===== config.mk =====
export PLATFORM = sky130hd
export DESIGN_NAME = pss_startup
export DESIGN_NICKNAME = d
export VERILOG_FILES = /design/src/design/pss_startup.v
export VERILOG_INCLUDE_DIRS = /design/src /design/src/design
export SDC_FILE = /design/constraint.sdc
export NUM_CORES = 1
export LEC_CHECK = 0
export ABC_CLOCK_PERIOD_IN_PS = 3700
export BUFFER_PORTS_ARGS = -buffer_cell sky130_fd_sc_hd__clkbuf_2
export CORE_ASPECT_RATIO = 1.2
export CORE_MARGIN = 3
export CORE_UTILIZATION = 40
export CTS_BUF_LIST = sky130_fd_sc_hd__clkbuf_16
export CTS_CLUSTER_DIAMETER = 80
export DETAILED_ROUTE_END_ITERATION = 10
export RECOVER_POWER = 100
export SLEW_MARGIN = 20
export SYNTH_ARGS = -nofsm -noshare
export SYNTH_HDL_FRONTEND = slang
export SYNTH_SLANG_ARGS = --single-unit

===== constraint.sdc =====
create_clock -name clk_sys -period 3.7 [get_ports clk_sys]
set_input_delay 0 -clock clk_sys [delete_from_list [all_inputs] [get_ports clk_sys]]
set_output_delay 0 -clock clk_sys [all_outputs]
set_load 0.01 [all_outputs]

===== src/design/pss_map.vh =====
`ifndef PSS_MAP_VH
`define PSS_MAP_VH
// Shutdown low-pulse minimum width, ns
`define PSS_PULSE_MIN_NS 200
// System clock period, ns
`define PSS_CLK_PERIOD_NS 50
// Reference-valid settle count before calibration may start
`define PSS_REF_SETTLE_CYC 16
// Calibration duration in cycles (stand-in for the VCO calibration engine)
`define PSS_CAL_CYC 64
// Strap level codes for three-level inputs
`define PSS_LVL_LOW 2'h0
`define PSS_LVL_MID 2'h1
`define PSS_LVL_HIGH 2'h2
// Interface type codes
`define PSS_IF_I2C 1'b0
`define PSS_IF_SPI 1'b1
`endif


===== src/design/pss_startup.v =====
`timescale 1ns/1ps
// Behaviour
// Shutdown low powers down, ignores serial interface
// Shutdown rising edge launches power-on reset sequence
// Low pulses over 200ns register as hard reset
// Reset held until supplies and shutdown good
// Interface strap sampled: high SPI, low I2C
// Two three-level page straps pick start-up image
// Data pin acts SDIO or SDA per strap
// Clock pin acts SCK or SCL per strap
// Soft reset restarts calibration and PLL start-up
// Host supplies stable reference before calibration
// Host delays shutdown release until reference stable
// Resonator PLL locks once reference becomes valid
// Reference valid before paired digital PLL validation
// Host loads settings then sets soft-reset bit
// Host never toggles shutdown while EEPROM busy
// Straps latched once at reset release only
// Shutdown input synchronised and pulse-width filtered
`include "pss_map.vh"
module pss_startup #(
   parameter PULSE_MIN_NS = `PSS_PULSE_MIN_NS,
   parameter CLK_PERIOD_NS = `PSS_CLK_PERIOD_NS,
   parameter REF_SETTLE_CYC = `PSS_REF_SETTLE_CYC,
   parameter CAL_CYC = `PSS_CAL_CYC
) (
   // Clock and reset
   input wire clk_sys,
   input wire rst,
   // Pins from the system
   input wire chip_shutdown_n,
   input wire supplies_good,
   input wire reference_oscillator_in_valid,
   input wire interface_select_strap,
   input wire [1:0] page_select_strap_lo,
   input wire [1:0] page_select_strap_hi,
   // Register-side controls
   input wire soft_reset_bit,
   input wire eeprom_write_busy,
   // Serial pins, muxed by interface type
   input wire serial_data_in,
   input wire serial_clk_in,
   input wire serial_data_drive,
   input wire serial_data_oe_n_req,
   output reg spi_sdio_in,
   output reg i2c_sda_in,
   output reg spi_sck,
   output reg i2c_scl,
   output reg serial_data_out,
   output reg serial_data_oe_n,
   // Status and control out
   output reg powered_down,
   output reg serial_enable,
   output reg por_active,
   output reg iface_spi,
   output reg [3:0] page_select,
   output reg cal_start,
   output reg cal_running,
   output reg pll_startup_done,
   output reg resonator_lock_enable,
   output reg dpll_ref_validate_enable,
   output reg shutdown_during_busy
);
   // Least count rounds up
   localparam integer PULSE_CYC_RAW = (PULSE_MIN_NS + CLK_PERIOD_NS - 1) / CLK_PERIOD_NS;
   localparam integer PULSE_CYC = (PULSE_CYC_RAW < 1) ? 1 : PULSE_CYC_RAW;
   localparam [4:0] S_OFF = 5'h01;
   localparam [4:0] S_POR = 5'h02;
   localparam [4:0] S_WREF = 5'h04;
   localparam [4:0] S_CAL = 5'h08;
   localparam [4:0] S_RUN = 5'h10;

   reg [1:0] sync_q;
   reg [1:0] sdi_q;
   reg [1:0] sck_q;
   reg [1:0] sup_q;
   reg [1:0] ref_q;
   reg [1:0] ifs_q;
   reg [3:0] pg_q;
   reg [3:0] pg2_q;
   reg [7:0] low_cnt_q;
   reg pd_q;
   reg swr_q;
   reg [4:0] st_q;
   reg [15:0] cnt_q;
   wire pin_lvl = sync_q[1];
   wire swr_rise = soft_reset_bit & ~swr_q;

   // Two flops on every asynchronous pin before use
   always @(posedge clk_sys) begin
      if (rst) begin
         sync_q <= 2'h0;
         sdi_q <= 2'h0;
         sck_q <= 2'h0;
         sup_q <= 2'h0;
         ref_q <= 2'h0;
         ifs_q <= 2'h0;
         pg_q <= 4'h0;
         pg2_q <= 4'h0;
      end else begin
         sync_q <= {sync_q[0], chip_shutdown_n};
         // Serial pins are asynchronous too; two flops cost latency only
         sdi_q <= {sdi_q[0], serial_data_in};
         sck_q <= {sck_q[0], serial_clk_in};
         sup_q <= {sup_q[0], supplies_good};
         ref_q <= {ref_q[0], reference_oscillator_in_valid};
         ifs_q <= {ifs_q[0], interface_select_strap};
         pg_q <= {page_select_strap_hi, page_select_strap_lo};
         pg2_q <= pg_q;
      end
   end

   // Width filter: glitches shorter than the minimum do not reset
   always @(posedge clk_sys) begin
      if (rst) begin
         low_cnt_q <= 8'h00;
         pd_q <= 1'b1;
      end else if (pin_lvl) begin
         low_cnt_q <= 8'h00;
         pd_q <= 1'b0;
      end else if (low_cnt_q >= PULSE_CYC[7:0] - 8'h01) begin
         pd_q <= 1'b1;
      end else begin
         low_cnt_q <= low_cnt_q + 8'h01;
      end
   end

   always @(posedge clk_sys) begin
      if (rst) begin
         st_q <= S_OFF;
         cnt_q <= 16'h0000;
         swr_q <= 1'b0;
         iface_spi <= `PSS_IF_I2C;
         page_select <= 4'h0;
         cal_start <= 1'b0;
         shutdown_during_busy <= 1'b0;
      end else begin
         swr_q <= soft_reset_bit;
         cal_start <= 1'b0;
         if (pd_q & eeprom_write_busy)
            shutdown_during_busy <= 1'b1;
         if (pd_q) begin
            st_q <= S_OFF;
            cnt_q <= 16'h0000;
         end else begin
            case (st_q)
               S_OFF: begin
                  st_q <= S_POR;
               end
               S_POR: begin
                  if (sup_q[1]) begin
                     iface_spi <= ifs_q[1];
                     page_select <= pg2_q;
                     st_q <= S_WREF;
                     cnt_q <= 16'h0000;
                  end
               end
               S_WREF: begin
                  // Calibration on a bad reference would fail, so wait
                  if (!ref_q[1])
                     cnt_q <= 16'h0000;
                  else if (cnt_q >= REF_SETTLE_CYC - 1) begin
                     st_q <= S_CAL;
                     cnt_q <= 16'h0000;
                     cal_start <= 1'b1;
                  end else
                     cnt_q <= cnt_q + 16'h0001;
               end
               S_CAL: begin
                  if (swr_rise) begin
                     st_q <= S_WREF;
                     cnt_q <= 16'h0000;
                  end else if (cnt_q >= CAL_CYC - 1)
                     st_q <= S_RUN;
                  else
                     cnt_q <= cnt_q + 16'h0001;
               end
               S_RUN: begin
                  if (swr_rise) begin
                     st_q <= S_WREF;
                     cnt_q <= 16'h0000;
                  end
               end
               default: st_q <= S_OFF;
            endcase
         end
      end
   end

   // Status and pin muxing, all registered
   always @(posedge clk_sys) begin
      if (rst) begin
         powered_down <= 1'b1;
         serial_enable <= 1'b0;
         por_active <= 1'b0;
         cal_running <= 1'b0;
         pll_startup_done <= 1'b0;
         resonator_lock_enable <= 1'b0;
         dpll_ref_validate_enable <= 1'b0;
         spi_sdio_in <= 1'b0;
         i2c_sda_in <= 1'b0;
         spi_sck <= 1'b0;
         i2c_scl <= 1'b0;
         serial_data_out <= 1'b0;
         serial_data_oe_n <= 1'b1;
      end else begin
         powered_down <= (st_q == S_OFF);
         serial_enable <= (st_q == S_WREF) | (st_q == S_CAL) | (st_q == S_RUN);
         por_active <= (st_q == S_POR);
         cal_running <= (st_q == S_CAL);
         pll_startup_done <= (st_q == S_RUN);
         // Resonator PLL tolerates a late reference; it just waits
         resonator_lock_enable <= (st_q != S_OFF) & (st_q != S_POR) & ref_q[1];
         dpll_ref_validate_enable <= (st_q == S_RUN) & ref_q[1];
         if (serial_enable) begin
            spi_sdio_in <= iface_spi & sdi_q[1];
            i2c_sda_in <= ~iface_spi & sdi_q[1];
            spi_sck <= iface_spi & sck_q[1];
            i2c_scl <= ~iface_spi & sck_q[1];
            // I2C data is open drain: only ever drives low
            serial_data_out <= iface_spi ? serial_data_drive : 1'b0;
            serial_data_oe_n <= iface_spi ? serial_data_oe_n_req
                                          : (serial_data_oe_n_req | serial_data_drive);
         end else begin
            spi_sdio_in <= 1'b0;
            i2c_sda_in <= 1'b0;
            spi_sck <= 1'b0;
            i2c_scl <= 1'b0;
            serial_data_out <= 1'b0;
            serial_data_oe_n <= 1'b1;
         end
      end
   end
endmodule


# After elaboration in Yosys (flattened, before gate mapping)
# Cells that the tools add are included.
# totals
n_memories	0
rom_bits	0
mem_bits_rw	0
register_bits	71
word_cells	94
latch_bits	0
inputBits	16
# classes
n_eq_ne	13
magnitude_cmp	3
n_addsub	2
div_mod_pow	0
n_mux	18
reduce_logical	10
mul	0
n_shift	0
bitwise	18
# ops
operator	n
2-to-1 mux 16 bit	6
one-hot mux 16 bit (4 select lines)	1
2-to-1 mux 5 bit	6
one-hot mux 5 bit (5 select lines)	1
adder 16 x 1 -> 16 bit (second input constant)	1
greater-or-equal comparator 16 x 4 -> 1 bit (second input constant)	1
greater-or-equal comparator 16 x 6 -> 1 bit (second input constant)	1
AND 1 bit	9
adder 8 x 1 -> 8 bit (second input constant)	1
greater-or-equal comparator 8 x 2 -> 1 bit (second input constant)	1
!= test 2 bit (second input constant)	4
!= test 3 bit (second input constant)	2
NOT 1 bit	6
OR reduction 2 bit	3
== test 5 x 1 -> 1 bit (second input constant)	1
== test 5 x 2 -> 1 bit (second input constant)	1
== test 5 x 3 -> 1 bit (second input constant)	1
== test 5 x 4 -> 1 bit (second input constant)	1
== test 5 bit (second input constant)	1
!= test 5 x 1 -> 1 bit (second input constant)	1
!= test 5 x 2 -> 1 bit (second input constant)	1
AND reduction 5 bit	1
2-to-1 mux 1 bit	4
AND reduction 4 bit	1
6 further kinds	8

# Logic depth before layout (Yosys ltp)
# logic_depth
depth_word	4
mapped_depth	8
depth_no_buf	6

# Worst setup path before layout
# Ideal clock, no wire load.
# synth_path
kind	register -> register
startpoint	register st_q[2]
endpoint	register iface_spi
arrival_time_ns	1.737
setup_ns	0.127
stages_incl_launch_ff	8
synth_period_minus_slack_ns	1.864
slack_ns	1.836
cell_sequence	dfxtp_1 buf_6 or3_4 or2_1 or3b_1 buf_6 mux2i_1 nor2_1
# synth_via
elab_chain_cells	2
# synth_rtl
item	line_no	source
start: declaration	pss_startup.v:84	reg [4:0] st_q;
start signal: assignment	pss_startup.v:130	st_q <= S_OFF;
start signal: assignment	pss_startup.v:143	st_q <= S_OFF;
start signal: assignment	pss_startup.v:148	st_q <= S_POR;
== test 5 x 2 -> 1 bit	pss_startup.v:146	case (st_q)
AND reduction 3 bit (no source line)	-	
end signal: assignment	pss_startup.v:133	iface_spi <= `PSS_IF_I2C;
end signal: assignment	pss_startup.v:152	iface_spi <= ifs_q[1];
end: declaration	pss_startup.v:55	output reg iface_spi,
# Every way passes these cells.
# A chain may end at the register's enable or synchronous reset.

# Worst setup path in the final report
# layout_path
startpoint	register st_q[1]
endpoint	register cnt_q[2]
# layout_via
elab_chain_cells	3
elab_cells_between_ends	10
# layout_rtl
item	line_no	source
== test 5 x 4 -> 1 bit (tied with other cells)	pss_startup.v:146	
!= test 3 bit (no source line) (tied with other cells)	-	
AND reduction 4 bit (no source line)	-	
end signal: assignment	pss_startup.v:167	cnt_q <= cnt_q + 16'h0001;
end signal: assignment	pss_startup.v:176	cnt_q <= cnt_q + 16'h0001;
end: declaration	pss_startup.v:85	reg [15:0] cnt_q;
# Parallel ways exist; a longest one is shown, timed or not.

==> flow_summary.ini <==
[status]
status = finished, violations left
failed_checks = capacitance limit, slew limit

[critical_path]
slowest_stage = a21boi_1
worstPathArrival_ps = 2800
crit_path_max_incr_delay_ps = 940
critPathBufInv = 0
critPathCaptureType = flop
cp-start-kind = flop
critical_path_class = flop to flop
worstPathMaxFanout = 20
cp_data_required_time_ps = 3920
path_common_cell = nor3_1
critPathTopFamily = compound AO/OA/AOI/OAI gates
path_cells = nor3_1 -> and4b_1 -> a21boi_1 -> nor3_1 -> a32o_1

[route]
drt_pass1_iterations = 4
wire_per_inst_um = 12.9
via_per_inst = 5.13
drcViolationCount = 0
ant_nets = 0
wirelength_mm = 5.30
initialDrtViolationCount = 97
vias = 2113

[finish]
area_growth_pct = 20.8
seqCellArea_um2 = 1420
multi_input_area_um2 = 1170
fillers = 624
diodes = 0
final_layout_size_suffix_gt1_share_pct = 10.4
nets = 340
fin_util_pct = 50.5
stdcell_count = 412

[synth]
synth_area_um2 = 2710
synth_area_per_cell_um2 = 9.83
ys_ff_latch = 71
ys_seq_area_share_pct = 52.4
synth_top_area_cell = dfxtp_1
syn-instance-count = 276
synth-async-reset-ratio_pct = 0
syn-num-nets = 294
synthTopCellsByArea = dfxtp_1, nor2b_1, a21oi_1, and3_1, nor2_1
ys.flop_type = dfxtp_1
synth_top_area_share_pct = 52.4
synth_edf_count = 0
yosys_warnings = 0
synth_cell_type_count = 48

[timing]
clock_skew_ps = 5.15
post-route-min-period_ps = 2590
whs_ps = 427
fmaxAchievable_mhz = 386
post-route-period-util_pct = 70.0
slew_headroom_pct = -15.0
tightest_slew_ps = 1720
hold_violations = 0
rsz0062_at_grt = no
fin_tns_setup_ps = 0
setup_violations = 0
slew_violations = 43

[global_route]
grt_pass1_wl_mm = 8.92
grtUsageTotal_pct = 14.9
grt_start_max_net_pins = 43
met3_usage_pct = 4.40
use_met1_pct = 17.7
busiest_layer = met2
grt_pass1_vias = 2042
grt_antenna_before_repair = 0
grt.overflow.total = 0
gr-usage-met2_pct = 24.5

[die]
core_um2 = 6490
dieArea_um2 = 7810
die_y_um = 96.2
start_util_pct = 41.8
ioPinCount = 36
die_width_um = 81.2
num_rows = 32

[placement]
port_buffers = 35
globalplace.congestion = 0.751
dp.cells = 381
dp_hpwl_mm = 3.56

[pwr]
pwr_density_cell_nw_per_um2 = 495
peakVddDrop_uv = 342
p_leak_nw = 1.23

[clocking]
cts_sinks = 71
insertion_delay_ps = 320
root_buffer = clkbuf_16
ctsHtreeMaxLevel = 3
cts_tree = built
cts_setup_buffers = 0
path_clk_slew_ps = 60
numCtsBuffers = 9
cts_resized = 0
clockBufferDepth = 2

[worst_hold_path]
worstHoldPathType = input port to flop

[run]
drv_cap = 1
## registers in the layout, summed over array words and instances (netlist names), 2 cells and up
signal       count
cnt_q           16
low_cnt_q        8
st_q             5
page_select      4
pg2_q            4
pg_q             4
ifs_q            2
ref_q            2
sck_q            2
sdi_q            2
sup_q            2
sync_q           2
## kinds of logic (layout without fill, tap and decap cells)
family          Yosys count  after routing  synth area share [%]
flops                    71             71                  52.4
mux                       6              6                  2.21
compound gates           47             47                  11.3
fa+ha+maj                 2              2                 0.922
simple gates            131            131                  28.6
xor+xnor                  2              2                 0.646
buf+inv                  17             68                  3.97
## area by class of cell
class | count | share of cell area, %
well taps | 85 | 3.24
clock buffers | 9 | 6.87
clock inverters | 7 | 1.45
flip-flops and latches | 71 | 43.4
repair buffers | 50 | 9.12
multi-input cells | 188 | 35.7
inverters | 2 | 0.229
## per-stage QoR
| stage | worst slack [ps] | power [mW] | area, µm² |
|---|---|---|---|
| 2_1_floorplan | 1840 | 0.836 | 2710 |
| 3_3_place_gp | 1590 | 0.851 | 2890 |
| 3_5_place_dp | 1520 | 0.853 | 2890 |
| 4_1_cts | 1500 | 1.64 | 3320 |
| 5_1_grt | 870 | 1.69 | 3280 |
| 6_report | 1110 | 1.62 | 3280 |
## routing by layer
metal  vias up  wire, µm
met1       986      2490
met2        32      2560
li1       1087         -
met5         -         0
met3         8       147
met4         0        98
## cells in the mapped netlist (3+ instances only)
library cell	n
a21oi_1	16
and2_1	9
and3_1	12
buf_2	4
buf_6	5
clkbuf_1	3
dfxtp_1	71
mux2i_1	6
nand2_1	8
nand2b_1	6
nand3_1	13
nor2_1	20
nor2b_1	22
nor3_1	8
nor3b_1	4
nor4_1	6
o211ai_1	3
o21ai_0	7
o31ai_1	8
or4_1	8
## timing repair
item,CTS,global route
hold buffers,15,0
endpoints found under the setup margin,0,0
endpoints found under the hold margin,14,0
## tightest hold or removal path, delay by kind of cell
kind / cells / cell delay, ps
buf+inv: 2 / 610
simple gates: 1 / 100
## path summary, 6_finish.rpt
check | start | cells past startpoint | slack, ps | to
worst max-delay path | st_q[1] | 5 | 1110 | cnt_q[2]
worst min-delay path | serial_clk_in | 3 | 430 | sck_q[0]
worst max register to register | st_q[1] | 5 | 1110 | cnt_q[2]
worst min register to register | pg_q[0] | 1 | 430 | pg2_q[0]
## layout by cell type (no fill, tap or decap), types with 3 or more instances in the layout
cell            n
dfxtp_1        71
nor2b_1        22
clkbuf_1       21
nor2_1         20
a21oi_1        17
dlygate4sd3_1  15
clkbuf_2       14
nand3_1        13
and3_1         12
clkbuf_16       9
nor3_1          8
nand2_1         8
o31ai_1         8
or4_1           8
o21ai_0         7
and2_0          6
nor4_1          6
nand2b_1        6
mux2i_1         6
nor3b_1         4
o211ai_1        3
and2_1          3
clkinv_2        3
## power by group
| part | total, mW | switching (mW) | internal, mW |
|---|---|---|---|
| Combinational | 0.0570 | 0.0260 | 0.0311 |
| Clock | 0.775 | 0.322 | 0.452 |
| Sequential | 0.790 | 0.00868 | 0.781 |
| Total | 1.62 | 0.357 | 1.26 |
(Power assumes the default switching activity.)
